===== config.mk =====
export PLATFORM = sky130hd
export DESIGN_NAME = fscr_top
export DESIGN_NICKNAME = d
export VERILOG_FILES = /design/src/design/fscr_pkg.sv /design/src/design/fscr_top.sv /design/src/design/fscr_pin_drv.sv
export SDC_FILE = /design/constraint.sdc
export NUM_CORES = 1
export LEC_CHECK = 0
export ABC_AREA = 1
export BUFFER_PORTS_ARGS = -buffer_cell sky130_fd_sc_hd__buf_4
export CORE_UTILIZATION = 48
export CTS_CLUSTER_SIZE = 12
export DETAILED_ROUTE_END_ITERATION = 16
export PLACE_DENSITY = 0.8
export SLEW_MARGIN = 20
export SYNTH_ARGS = -nofsm -noshare
export SYNTH_HDL_FRONTEND = slang
export SYNTH_SLANG_ARGS = --single-unit

===== constraint.sdc =====
create_clock -name pclk -period 1.8 [get_ports pclk]
set_input_delay 0.09 -clock pclk [delete_from_list [all_inputs] [get_ports pclk]]
set_output_delay 0.09 -clock pclk [all_outputs]
set_load 0.005 [all_outputs]

===== src/design/fscr_pkg.sv =====
// Constants, field layout and types of the system configuration register.
// Assumes a single 100 MHz clock domain and an APB slave holding the register.
`default_nettype none

package fscr_pkg;

  localparam int unsigned ADDR_W     = 20;
  localparam int unsigned WADDR_W    = 5;
  localparam logic [15:0] CFG_INDEX  = 16'hF221;
  localparam logic [19:0] CFG_ADDR   = {2'b00, CFG_INDEX, 2'b00};
  localparam logic [15:0] CFG_RESET  = 16'h40C0;

  localparam int unsigned BIT_MODE   = 15;
  localparam int unsigned LAT_LSB    = 12;
  localparam int unsigned LEN_LSB    = 9;
  localparam int unsigned BIT_ECC    = 8;
  localparam int unsigned BIT_RPOL   = 7;
  localparam int unsigned BIT_IPOL   = 6;
  localparam int unsigned BIT_OE     = 5;
  localparam int unsigned BIT_RCONF  = 4;

  localparam logic [2:0]  LAT_MIN    = 3'h3;
  localparam logic [2:0]  LEN_CONT   = 3'h0;
  localparam logic [2:0]  LEN_MAX    = 3'h4;

  typedef struct packed {
    logic       sync_mode;
    logic [2:0] lat;
    logic [2:0] len;
    logic       ecc_bypass;
    logic       rdy_pol;
    logic       irq_pol;
    logic       out_en;
    logic       rdy_conf;
  } fscr_cfg_t;

  typedef enum logic [1:0] {
    ST_IDLE = 2'b00,
    ST_LAT  = 2'b01,
    ST_DATA = 2'b10
  } fscr_state_t;

  function automatic fscr_cfg_t from_word(input logic [15:0] w);
    fscr_cfg_t c;
    c.sync_mode  = w[BIT_MODE];
    c.lat        = w[LAT_LSB+:3];
    c.len        = w[LEN_LSB+:3];
    c.ecc_bypass = w[BIT_ECC];
    c.rdy_pol    = w[BIT_RPOL];
    c.irq_pol    = w[BIT_IPOL];
    c.out_en     = w[BIT_OE];
    c.rdy_conf   = w[BIT_RCONF];
    return c;
  endfunction

  // Bits 3:0 always read zero
  function automatic logic [15:0] to_word(input fscr_cfg_t c);
    return {c.sync_mode, c.lat, c.len, c.ecc_bypass, c.rdy_pol, c.irq_pol,
            c.out_en, c.rdy_conf, 4'h0};
  endfunction

  // Mask of the word address bits that advance within one burst
  function automatic logic [4:0] len_mask(input logic [2:0] code);
    logic [4:0] m;
    m = 5'h1F;
    unique case (code)
      3'h1:    m = 5'h03;
      3'h2:    m = 5'h07;
      3'h3:    m = 5'h0F;
      default: m = 5'h1F;
    endcase
    return m;
  endfunction

  localparam fscr_cfg_t CFG_RESET_S = from_word(CFG_RESET);

endpackage

`default_nettype wire


===== src/design/fscr_top.sv =====
// System configuration register with APB access and the burst read sequencer it steers.
// Assumes an APB4 master on pclk; array data and correction logic live outside.
`default_nettype none

module fscr_top (
  input  wire logic                       pclk,
  input  wire logic                       presetn,
  input  wire logic                       psel,
  input  wire logic                       penable,
  input  wire logic                       pwrite,
  input  wire logic [fscr_pkg::ADDR_W-1:0] paddr,
  input  wire logic [31:0]                pwdata,
  input  wire logic [3:0]                 pstrb,
  output logic                            pready,
  output logic [31:0]                     prdata,
  output logic                            pslverr,
  input  wire logic                       burst_start,
  input  wire logic                       burst_wrap,
  input  wire logic [4:0]                 burst_col,
  input  wire logic                       burst_stop,
  output logic                            data_valid,
  output logic [4:0]                      word_addr,
  output logic                            burst_busy,
  output logic                            sync_read,
  output logic                            ecc_correct_en,
  input  wire logic                       irq_ready,
  output logic                            rdy_o,
  output logic                            rdy_oe,
  output logic                            irq_o,
  output logic                            irq_oe
);

  fscr_pkg::fscr_cfg_t   cfg_r;
  fscr_pkg::fscr_cfg_t   cfg_nxt;
  fscr_pkg::fscr_state_t state_r;
  fscr_pkg::fscr_state_t state_nxt;
  logic [31:0]           prdata_r;
  logic [2:0]            lat_cnt_r;
  logic [4:0]            word_cnt_r;
  logic [4:0]            waddr_r;
  logic [4:0]            waddr_nxt;
  logic [4:0]            mask_r;
  logic                  wrap_r;
  logic                  bounded_r;
  logic                  hit;
  logic                  setup;
  logic                  wr_done;
  logic                  start_ok;
  logic                  last_word;
  logic                  valid_nxt;
  logic                  ready_level;
  logic [15:0]           wr_word;

  // APB slave, zero wait states
  assign hit     = (paddr == fscr_pkg::CFG_ADDR);
  assign setup   = psel & ~penable;
  assign wr_done = psel & penable & pwrite & hit;
  assign pready  = 1'b1;
  assign pslverr = psel & penable & ~hit;
  assign prdata  = prdata_r;

  always_ff @(posedge pclk or negedge presetn) begin
    if (!presetn) begin
      prdata_r <= 32'h0000_0000;
    end else if (setup & ~pwrite) begin
      prdata_r <= hit ? {16'h0000, fscr_pkg::to_word(cfg_r)} : 32'h0000_0000;
    end
  end

  // Byte lanes 0 and 1 carry the 16-bit register
  always_comb begin
    wr_word = fscr_pkg::to_word(cfg_r);
    if (pstrb[0]) begin
      wr_word[7:0] = pwdata[7:0];
    end
    if (pstrb[1]) begin
      wr_word[15:8] = pwdata[15:8];
    end
  end

  always_comb begin
    cfg_nxt = fscr_pkg::from_word(wr_word);
    // Unsupported latency codes leave the field unchanged
    if (cfg_nxt.lat < fscr_pkg::LAT_MIN) begin
      cfg_nxt.lat = cfg_r.lat;
    end
    // Reserved length codes leave the field unchanged
    if (cfg_nxt.len > fscr_pkg::LEN_MAX) begin
      cfg_nxt.len = cfg_r.len;
    end
  end

  always_ff @(posedge pclk or negedge presetn) begin
    if (!presetn) begin
      cfg_r <= fscr_pkg::CFG_RESET_S;
    end else if (wr_done) begin
      cfg_r <= cfg_nxt;
    end
  end

  assign sync_read = cfg_r.sync_mode;

  always_ff @(posedge pclk or negedge presetn) begin
    if (!presetn) begin
      ecc_correct_en <= 1'b1;
    end else begin
      ecc_correct_en <= ~cfg_r.ecc_bypass;
    end
  end

  // Burst sequencer
  assign start_ok  = burst_start & cfg_r.sync_mode & (state_r == fscr_pkg::ST_IDLE);
  assign last_word = bounded_r & (word_cnt_r == mask_r);
  assign waddr_nxt = wrap_r ? ((waddr_r & ~mask_r) | ((waddr_r + 5'h01) & mask_r))
                            : (waddr_r + 5'h01);

  always_comb begin
    state_nxt = state_r;
    valid_nxt = 1'b0;
    unique case (state_r)
      fscr_pkg::ST_IDLE: begin
        if (start_ok) begin
          state_nxt = fscr_pkg::ST_LAT;
        end
      end
      fscr_pkg::ST_LAT: begin
        if (burst_stop) begin
          state_nxt = fscr_pkg::ST_IDLE;
        end else if (lat_cnt_r == 3'h1) begin
          state_nxt = fscr_pkg::ST_DATA;
          valid_nxt = 1'b1;
        end
      end
      fscr_pkg::ST_DATA: begin
        if (burst_stop | last_word) begin
          state_nxt = fscr_pkg::ST_IDLE;
        end else begin
          valid_nxt = 1'b1;
        end
      end
      default: begin
        state_nxt = fscr_pkg::ST_IDLE;
      end
    endcase
  end

  always_ff @(posedge pclk or negedge presetn) begin
    if (!presetn) begin
      state_r <= fscr_pkg::ST_IDLE;
    end else begin
      state_r <= state_nxt;
    end
  end

  // Latency counted from the start edge to the first data cycle
  always_ff @(posedge pclk or negedge presetn) begin
    if (!presetn) begin
      lat_cnt_r <= 3'h0;
    end else if (start_ok) begin
      lat_cnt_r <= cfg_r.lat - 3'h1;
    end else if (state_r == fscr_pkg::ST_LAT) begin
      lat_cnt_r <= lat_cnt_r - 3'h1;
    end
  end

  // Burst shape captured at start so later writes cannot tear it
  always_ff @(posedge pclk or negedge presetn) begin
    if (!presetn) begin
      mask_r    <= 5'h1F;
      wrap_r    <= 1'b0;
      bounded_r <= 1'b0;
    end else if (start_ok) begin
      mask_r    <= fscr_pkg::len_mask(cfg_r.len);
      wrap_r    <= burst_wrap & (cfg_r.len != fscr_pkg::LEN_CONT);
      bounded_r <= (cfg_r.len != fscr_pkg::LEN_CONT);
    end
  end

  always_ff @(posedge pclk or negedge presetn) begin
    if (!presetn) begin
      waddr_r    <= 5'h00;
      word_cnt_r <= 5'h00;
    end else if (start_ok) begin
      waddr_r    <= burst_col;
      word_cnt_r <= 5'h00;
    end else if ((state_r == fscr_pkg::ST_DATA) & valid_nxt) begin
      waddr_r    <= waddr_nxt;
      word_cnt_r <= word_cnt_r + 5'h01;
    end
  end

  assign data_valid = (state_r == fscr_pkg::ST_DATA);
  assign word_addr  = waddr_r;
  assign burst_busy = (state_r != fscr_pkg::ST_IDLE);

  // Ready leads data by one clock or coincides with it
  assign ready_level = cfg_r.rdy_conf ? data_valid : valid_nxt;

  fscr_pin_drv u_pin_drv (
    .out_en      (cfg_r.out_en),
    .rdy_pol     (cfg_r.rdy_pol),
    .irq_pol     (cfg_r.irq_pol),
    .ready_level (ready_level),
    .irq_ready   (irq_ready),
    .rdy_o       (rdy_o),
    .rdy_oe      (rdy_oe),
    .irq_o       (irq_o),
    .irq_oe      (irq_oe)
  );

  // Checks
  a_reset_value: assert property (@(posedge pclk) disable iff (!presetn)
    !$past(presetn) |-> fscr_pkg::to_word(cfg_r) == 16'h40C0)
    else $error("register not at reset value after reset");

  a_low_bits_zero: assert property (@(posedge pclk) disable iff (!presetn)
    prdata_r[3:0] == 4'h0 && prdata_r[31:16] == 16'h0000)
    else $error("read-only or reserved bits read nonzero");

  a_pins_undriven: assert property (@(posedge pclk) disable iff (!presetn)
    !cfg_r.out_en |-> !rdy_oe && !irq_oe)
    else $error("pin driven while output enable clear");

  a_oe_clear_write: assert property (@(posedge pclk) disable iff (!presetn)
    wr_done && pstrb[0] && !pwdata[5] |=> !cfg_r.out_en && !rdy_oe)
    else $error("output enable not cleared by write");

  a_irq_pin_level: assert property (@(posedge pclk) disable iff (!presetn)
    irq_oe |-> irq_o == (cfg_r.irq_pol ? irq_ready : !irq_ready))
    else $error("interrupt pin level wrong");

  a_rdy_pin_level: assert property (@(posedge pclk) disable iff (!presetn)
    rdy_oe && data_valid && cfg_r.rdy_conf |-> rdy_o == cfg_r.rdy_pol)
    else $error("ready pin polarity wrong");

  a_rdy_early: assert property (@(posedge pclk) disable iff (!presetn)
    !cfg_r.rdy_conf && ready_level |=> data_valid)
    else $error("early ready not followed by data");

  a_async_no_burst: assert property (@(posedge pclk) disable iff (!presetn)
    burst_start && !cfg_r.sync_mode && !burst_busy |=> !burst_busy)
    else $error("burst started in asynchronous mode");

  a_latency_four: assert property (@(posedge pclk) disable iff (!presetn)
    start_ok && cfg_r.lat == 3'h4 ##1 (!burst_stop && !data_valid) [*3] |=> data_valid)
    else $error("first data not four cycles after start");

  a_len_four_end: assert property (@(posedge pclk) disable iff (!presetn)
    data_valid && bounded_r && mask_r == 5'h03 && word_cnt_r == 5'h03 |=> !data_valid)
    else $error("four-word burst did not end");

  a_wrap_block: assert property (@(posedge pclk) disable iff (!presetn)
    data_valid && valid_nxt && wrap_r |=> (waddr_r & ~mask_r) == $past(waddr_r & ~mask_r))
    else $error("wrap burst left its block");

  a_ecc_follow: assert property (@(posedge pclk) disable iff (!presetn)
    wr_done && pstrb[1] |=> ##1 ecc_correct_en == !$past(pwdata[8], 2))
    else $error("correction enable does not follow bit 8");

  a_mode_write: assert property (@(posedge pclk) disable iff (!presetn)
    wr_done && pstrb[1] |=> sync_read == $past(pwdata[15]))
    else $error("read mode bit not taken from write");

  a_start_busy: assert property (@(posedge pclk) disable iff (!presetn)
    start_ok |=> burst_busy)
    else $error("accepted start did not begin a burst");

  a_lat_code_kept: assert property (@(posedge pclk) disable iff (!presetn)
    wr_done && pstrb[1] && (pwdata[14:12] < fscr_pkg::LAT_MIN)
      |=> cfg_r.lat == $past(cfg_r.lat))
    else $error("unsupported latency code changed the field");

  a_len_code_kept: assert property (@(posedge pclk) disable iff (!presetn)
    wr_done && pstrb[1] && (pwdata[11:9] > fscr_pkg::LEN_MAX)
      |=> cfg_r.len == $past(cfg_r.len))
    else $error("reserved length code changed the field");

  a_stop_ends_burst: assert property (@(posedge pclk) disable iff (!presetn)
    data_valid && burst_stop |=> !data_valid)
    else $error("burst went on after stop");

  a_oe_set_write: assert property (@(posedge pclk) disable iff (!presetn)
    wr_done && pstrb[0] && pwdata[5] |=> rdy_oe && irq_oe)
    else $error("pins not driven after output enable write");

  a_rdy_with_data: assert property (@(posedge pclk) disable iff (!presetn)
    rdy_oe && cfg_r.rdy_conf && !data_valid |-> rdy_o == !cfg_r.rdy_pol)
    else $error("ready shown without data");

  a_write_refused: assert property (@(posedge pclk) disable iff (!presetn)
    psel && penable && pwrite && !hit |=> cfg_r == $past(cfg_r))
    else $error("unmapped write changed the register");

  c_burst_done: cover property (@(posedge pclk) disable iff (!presetn)
    data_valid && last_word);
  c_wrap_done: cover property (@(posedge pclk) disable iff (!presetn)
    data_valid && wrap_r && last_word);
  c_burst_stop: cover property (@(posedge pclk) disable iff (!presetn)
    data_valid && burst_stop);
  c_pins_on: cover property (@(posedge pclk) disable iff (!presetn)
    $rose(rdy_oe));
  c_bad_addr: cover property (@(posedge pclk) disable iff (!presetn)
    pslverr);

endmodule

`default_nettype wire


===== src/design/fscr_pin_drv.sv =====
// Polarity and output-enable stage for the ready and interrupt pins.
// Inputs pass through unregistered; the pad or bench resolves the wire from the enables.
`default_nettype none

module fscr_pin_drv (
  input  wire logic out_en,
  input  wire logic rdy_pol,
  input  wire logic irq_pol,
  input  wire logic ready_level,
  input  wire logic irq_ready,
  output logic      rdy_o,
  output logic      rdy_oe,
  output logic      irq_o,
  output logic      irq_oe
);

  // Undriven pins also hold output low
  assign rdy_oe = out_en;
  assign irq_oe = out_en;
  assign rdy_o  = out_en & (rdy_pol ? ready_level : ~ready_level);
  assign irq_o  = out_en & (irq_pol ? irq_ready : ~irq_ready);

endmodule

`default_nettype wire


==> run metrics <==
outcome=finished, violations left; failing checks=negative setup slack; max frequency=0.545 GHz; CTS H-Tree Depth=2; RR Startpoint=mask_r[4]; Comb pwr share=30.3%; GR peak layer=met2; placed cell count=491; WHS=0.0196 ns; met2 GRT Util=39.2%; Cell Pwr Density=789 nW/um^2; Slew @ Worst Pin=0.580 ns; slew margin rel.=61.3%; site row count=27; Yosys cell types=36; Pre-antenna DRT Iters=4; Area Growth Syn to Fin=31.0%; final cycle utilization of the critical path=102%; Max stage delay on crit path=0.43 ns; Seq cells post-synth=45; CP arrival=1.74 ns; Mapped Area=2730 sq um; die area=5990 sq um; Final Util=64.9%; antenna cells=0; placed cell area=3270 sq um; P_sw=890 uW; largest net degree at the start of global routing=46; Post-synth ARST share=100%; reg2reg setup slack=0.11 ns; Synth Instances=351; violation count after the first detailed-routing iteration=102; die height=77.4 um; Die W=77.4 um; Detailed Place HPWL=4.74 mm; Num CTS Buffers=5; critical path type=reg2out; R2R depth=12; Initial Util=49.5%; unrepaired setup endpoints after global routing=true; Sw Ratio=31.6%; FILL cells=476; gp weighted congestion=0.889; Worst Setup SP=word_cnt_r[1]; Design Area, Final=3570 sq um; setup violators final=1; number of global-route vias before repair=2471; Reg clk slew, reported paths=0.09 ns; ANT nets after route=0; clock root cell=clkbuf_8; met1 usage=28.8%; P_leak=1.79 nW; CP max stage cell=dfrtp_1; total gr overflow=0; IO Count=117; Clock power frac=28.1%; CTS tree=yes; Worst Path Max Fanout=2; first-pass GRT wire length=11.0 mm; Internal Power=1.93 mW; CP Launch Type=flip-flop; share of cells above drive strength 1=33.9%; Worst VDD drop=0.506 mV; GRT Resource Usage Total=22.9%; Hold Path Cell Cnt=3; routed vias/inst=4.97; top_reg_cell synth=dfrtp_1; Post-route DRC=0; Final Hold Viols=0; Detailed Route WL=6.50 mm; Seq/Total Area, Yosys=41.6%; critical path endpoint=rdy_o; Crit. End Element=output port; total chip power=2.82 mW; vias=2559; Final min period=1.83 ns; NumNets Final=520; Non-Filler Instances=515; clock buffer depth=2; syn_area_per_cell=7.77 sq um; Slew Viols, Final=0; Wirelength per Cell=12.6 um; Final Skew=0.0101 ns; Post-synth EDFFs=0; Port-buffer cells=73; CTS Sinks=45; max capacitance violation total=0; met3 usage=4.00%; clock latency on the worst-skew pair=0.31 ns; setup TNS=-0.0335 ns; Place WS=0.0743 ns; initial antenna violation count=0; reg-to-reg critical path endpoint=word_cnt_r[2]; sequence of cells on the critical path=ha_4 > nand2_2 > inv_2 > nand2_1 > nor2_1 > nand2_1 > nand2_2 > nand2_2 > nand3_2 > nand3_2 > nand2_1 > nor2_1 > buf_4; multi-input logic area=1370 sq um; Seq pwr share=41.6%; Reg area=1130 sq um; Core Area=5510 sq um; Hold WC Path Type=in2reg; YS warnings=0; Setup WS post-layout=-0.0335 ns; CP required=1.71 ns
[layout by cell type (no fill, tap or decap), drive strengths merged]
cell / Yosys / final
dfstp: 7 / 7
inv: 33 / 33
clkinv: 1 / 3
dlygate4sd3: 0 / 2
bufinv: 0 / 1
o211ai: 2 / 2
ha: 8 / 8
dfrtp: 38 / 38
nor3b: 1 / 1
nor4: 1 / 1
xor2: 3 / 3
buf: 27 / 93
xnor2: 3 / 3
a21oi: 8 / 8
nor3: 1 / 1
mux2i: 2 / 2
o31ai: 1 / 1
conb: 2 / 21
nor2: 27 / 27
and3: 1 / 1
o221ai: 1 / 1
o21ai: 52 / 52
nand2: 106 / 106
clkbuf: 4 / 5
and2: 1 / 1
clkinvlp: 0 / 1
nand3: 20 / 20
nand3b: 1 / 1
[routing by layer]
metal	up-vias	routed length [um]
met5	-	0
met4	0	150
met3	14	347
met2	78	3210
met1	1207	2790
li1	1260	-
[critical path, delay by kind of cell (launching register included)]
family	cells	cell delay [ns]
and+or+nand+nor	10	0.69
adders and majority gates	1	0.19
DFF	1	0.43
buffers and inverters	2	0.14
[power by group through the flow]
stage / clock network, mW / registers, mW / logic, mW
floorplan: 0 / 1.17 / 0.470
global route: 0.846 / 1.19 / 0.975
CTS: 0.797 / 1.17 / 0.780
finish: 0.792 / 1.17 / 0.854
global placement: 0 / 1.18 / 0.646
detailed placement: 0 / 1.19 / 0.680
[cells in the mapped netlist, types with 2 or more instances]
master / count / area [sq um]
a21oi_1: 8 / 40.0
buf_2: 3 / 15.0
buf_4: 22 / 165
clkbuf_1: 4 / 15.0
conb_1: 2 / 7.51
dfrtp_1: 38 / 951
dfstp_2: 7 / 184
ha_1: 8 / 100
inv_1: 31 / 116
inv_2: 2 / 7.51
mux2i_1: 2 / 20.0
nand2_1: 100 / 375
nand2_2: 4 / 25.0
nand2_4: 2 / 22.5
nand3_1: 15 / 75.1
nand3_2: 5 / 50.1
nor2_1: 25 / 93.8
o211ai_1: 2 / 15.0
o21ai_0: 44 / 220
o21ai_1: 3 / 15.0
o21ai_2: 5 / 43.8
xnor2_1: 3 / 26.3
xor2_1: 3 / 26.3
[worst min-delay path by stage]
stage,from,end,slack (ns)
after floorplan,presetn,async pin,-0.21
after global placement,presetn,async pin,0.13
after detailed placement,presetn,state_r[1],0.13
after CTS,pwdata[5],cfg_r[1],0.01
after global routing,pwdata[15],sync_read,0.02
final,pwdata[5],cfg_r[1],0.02
[timing repair]
action | CTS | global route
resized for setup | 8 | 18
setup buffers | 7 | 7
pin swaps | 2 | 10
endpoints found under the hold margin | 39 | 0
hold buffers | 2 | 0
gates cloned | 0 | 1
endpoints found under the setup margin | 1 | 9
[registers in the layout, summed over array words and instances, names as in the netlist, named ones only]
signal,cells
sync_read,1
wrap_r,1
lat_cnt_r,3
mask_r,3
state_r,2
bounded_r,1
word_addr,2
prdata,12
ecc_correct_en,1
word_cnt_r,5
cfg_r,11
[layout make-up]
type / count / area share (%)
Clock buffer: 5 / 1.93
Clock inverter: 3 / 1.30
Inverter: 34 / 3.78
Multi-Input combinational cell: 260 / 38.4
Sequential cell: 45 / 31.8
Tap cell: 72 / 2.52
Timing Repair Buffer: 95 / 20.2
Timing Repair inverter: 1 / 0.140
[cell families after synthesis]
kind of cell               synth area share, %
and+or+nand+nor                           26.1
buffers and inverters                     12.8
AOI/OAI and AO/OA                         12.8
DFF                                       41.6
adders and majority gates                 3.67
xor gates and xnor gates                  1.93
other                                    0.275
muxes                                    0.734
(Power assumes the default switching activity.)
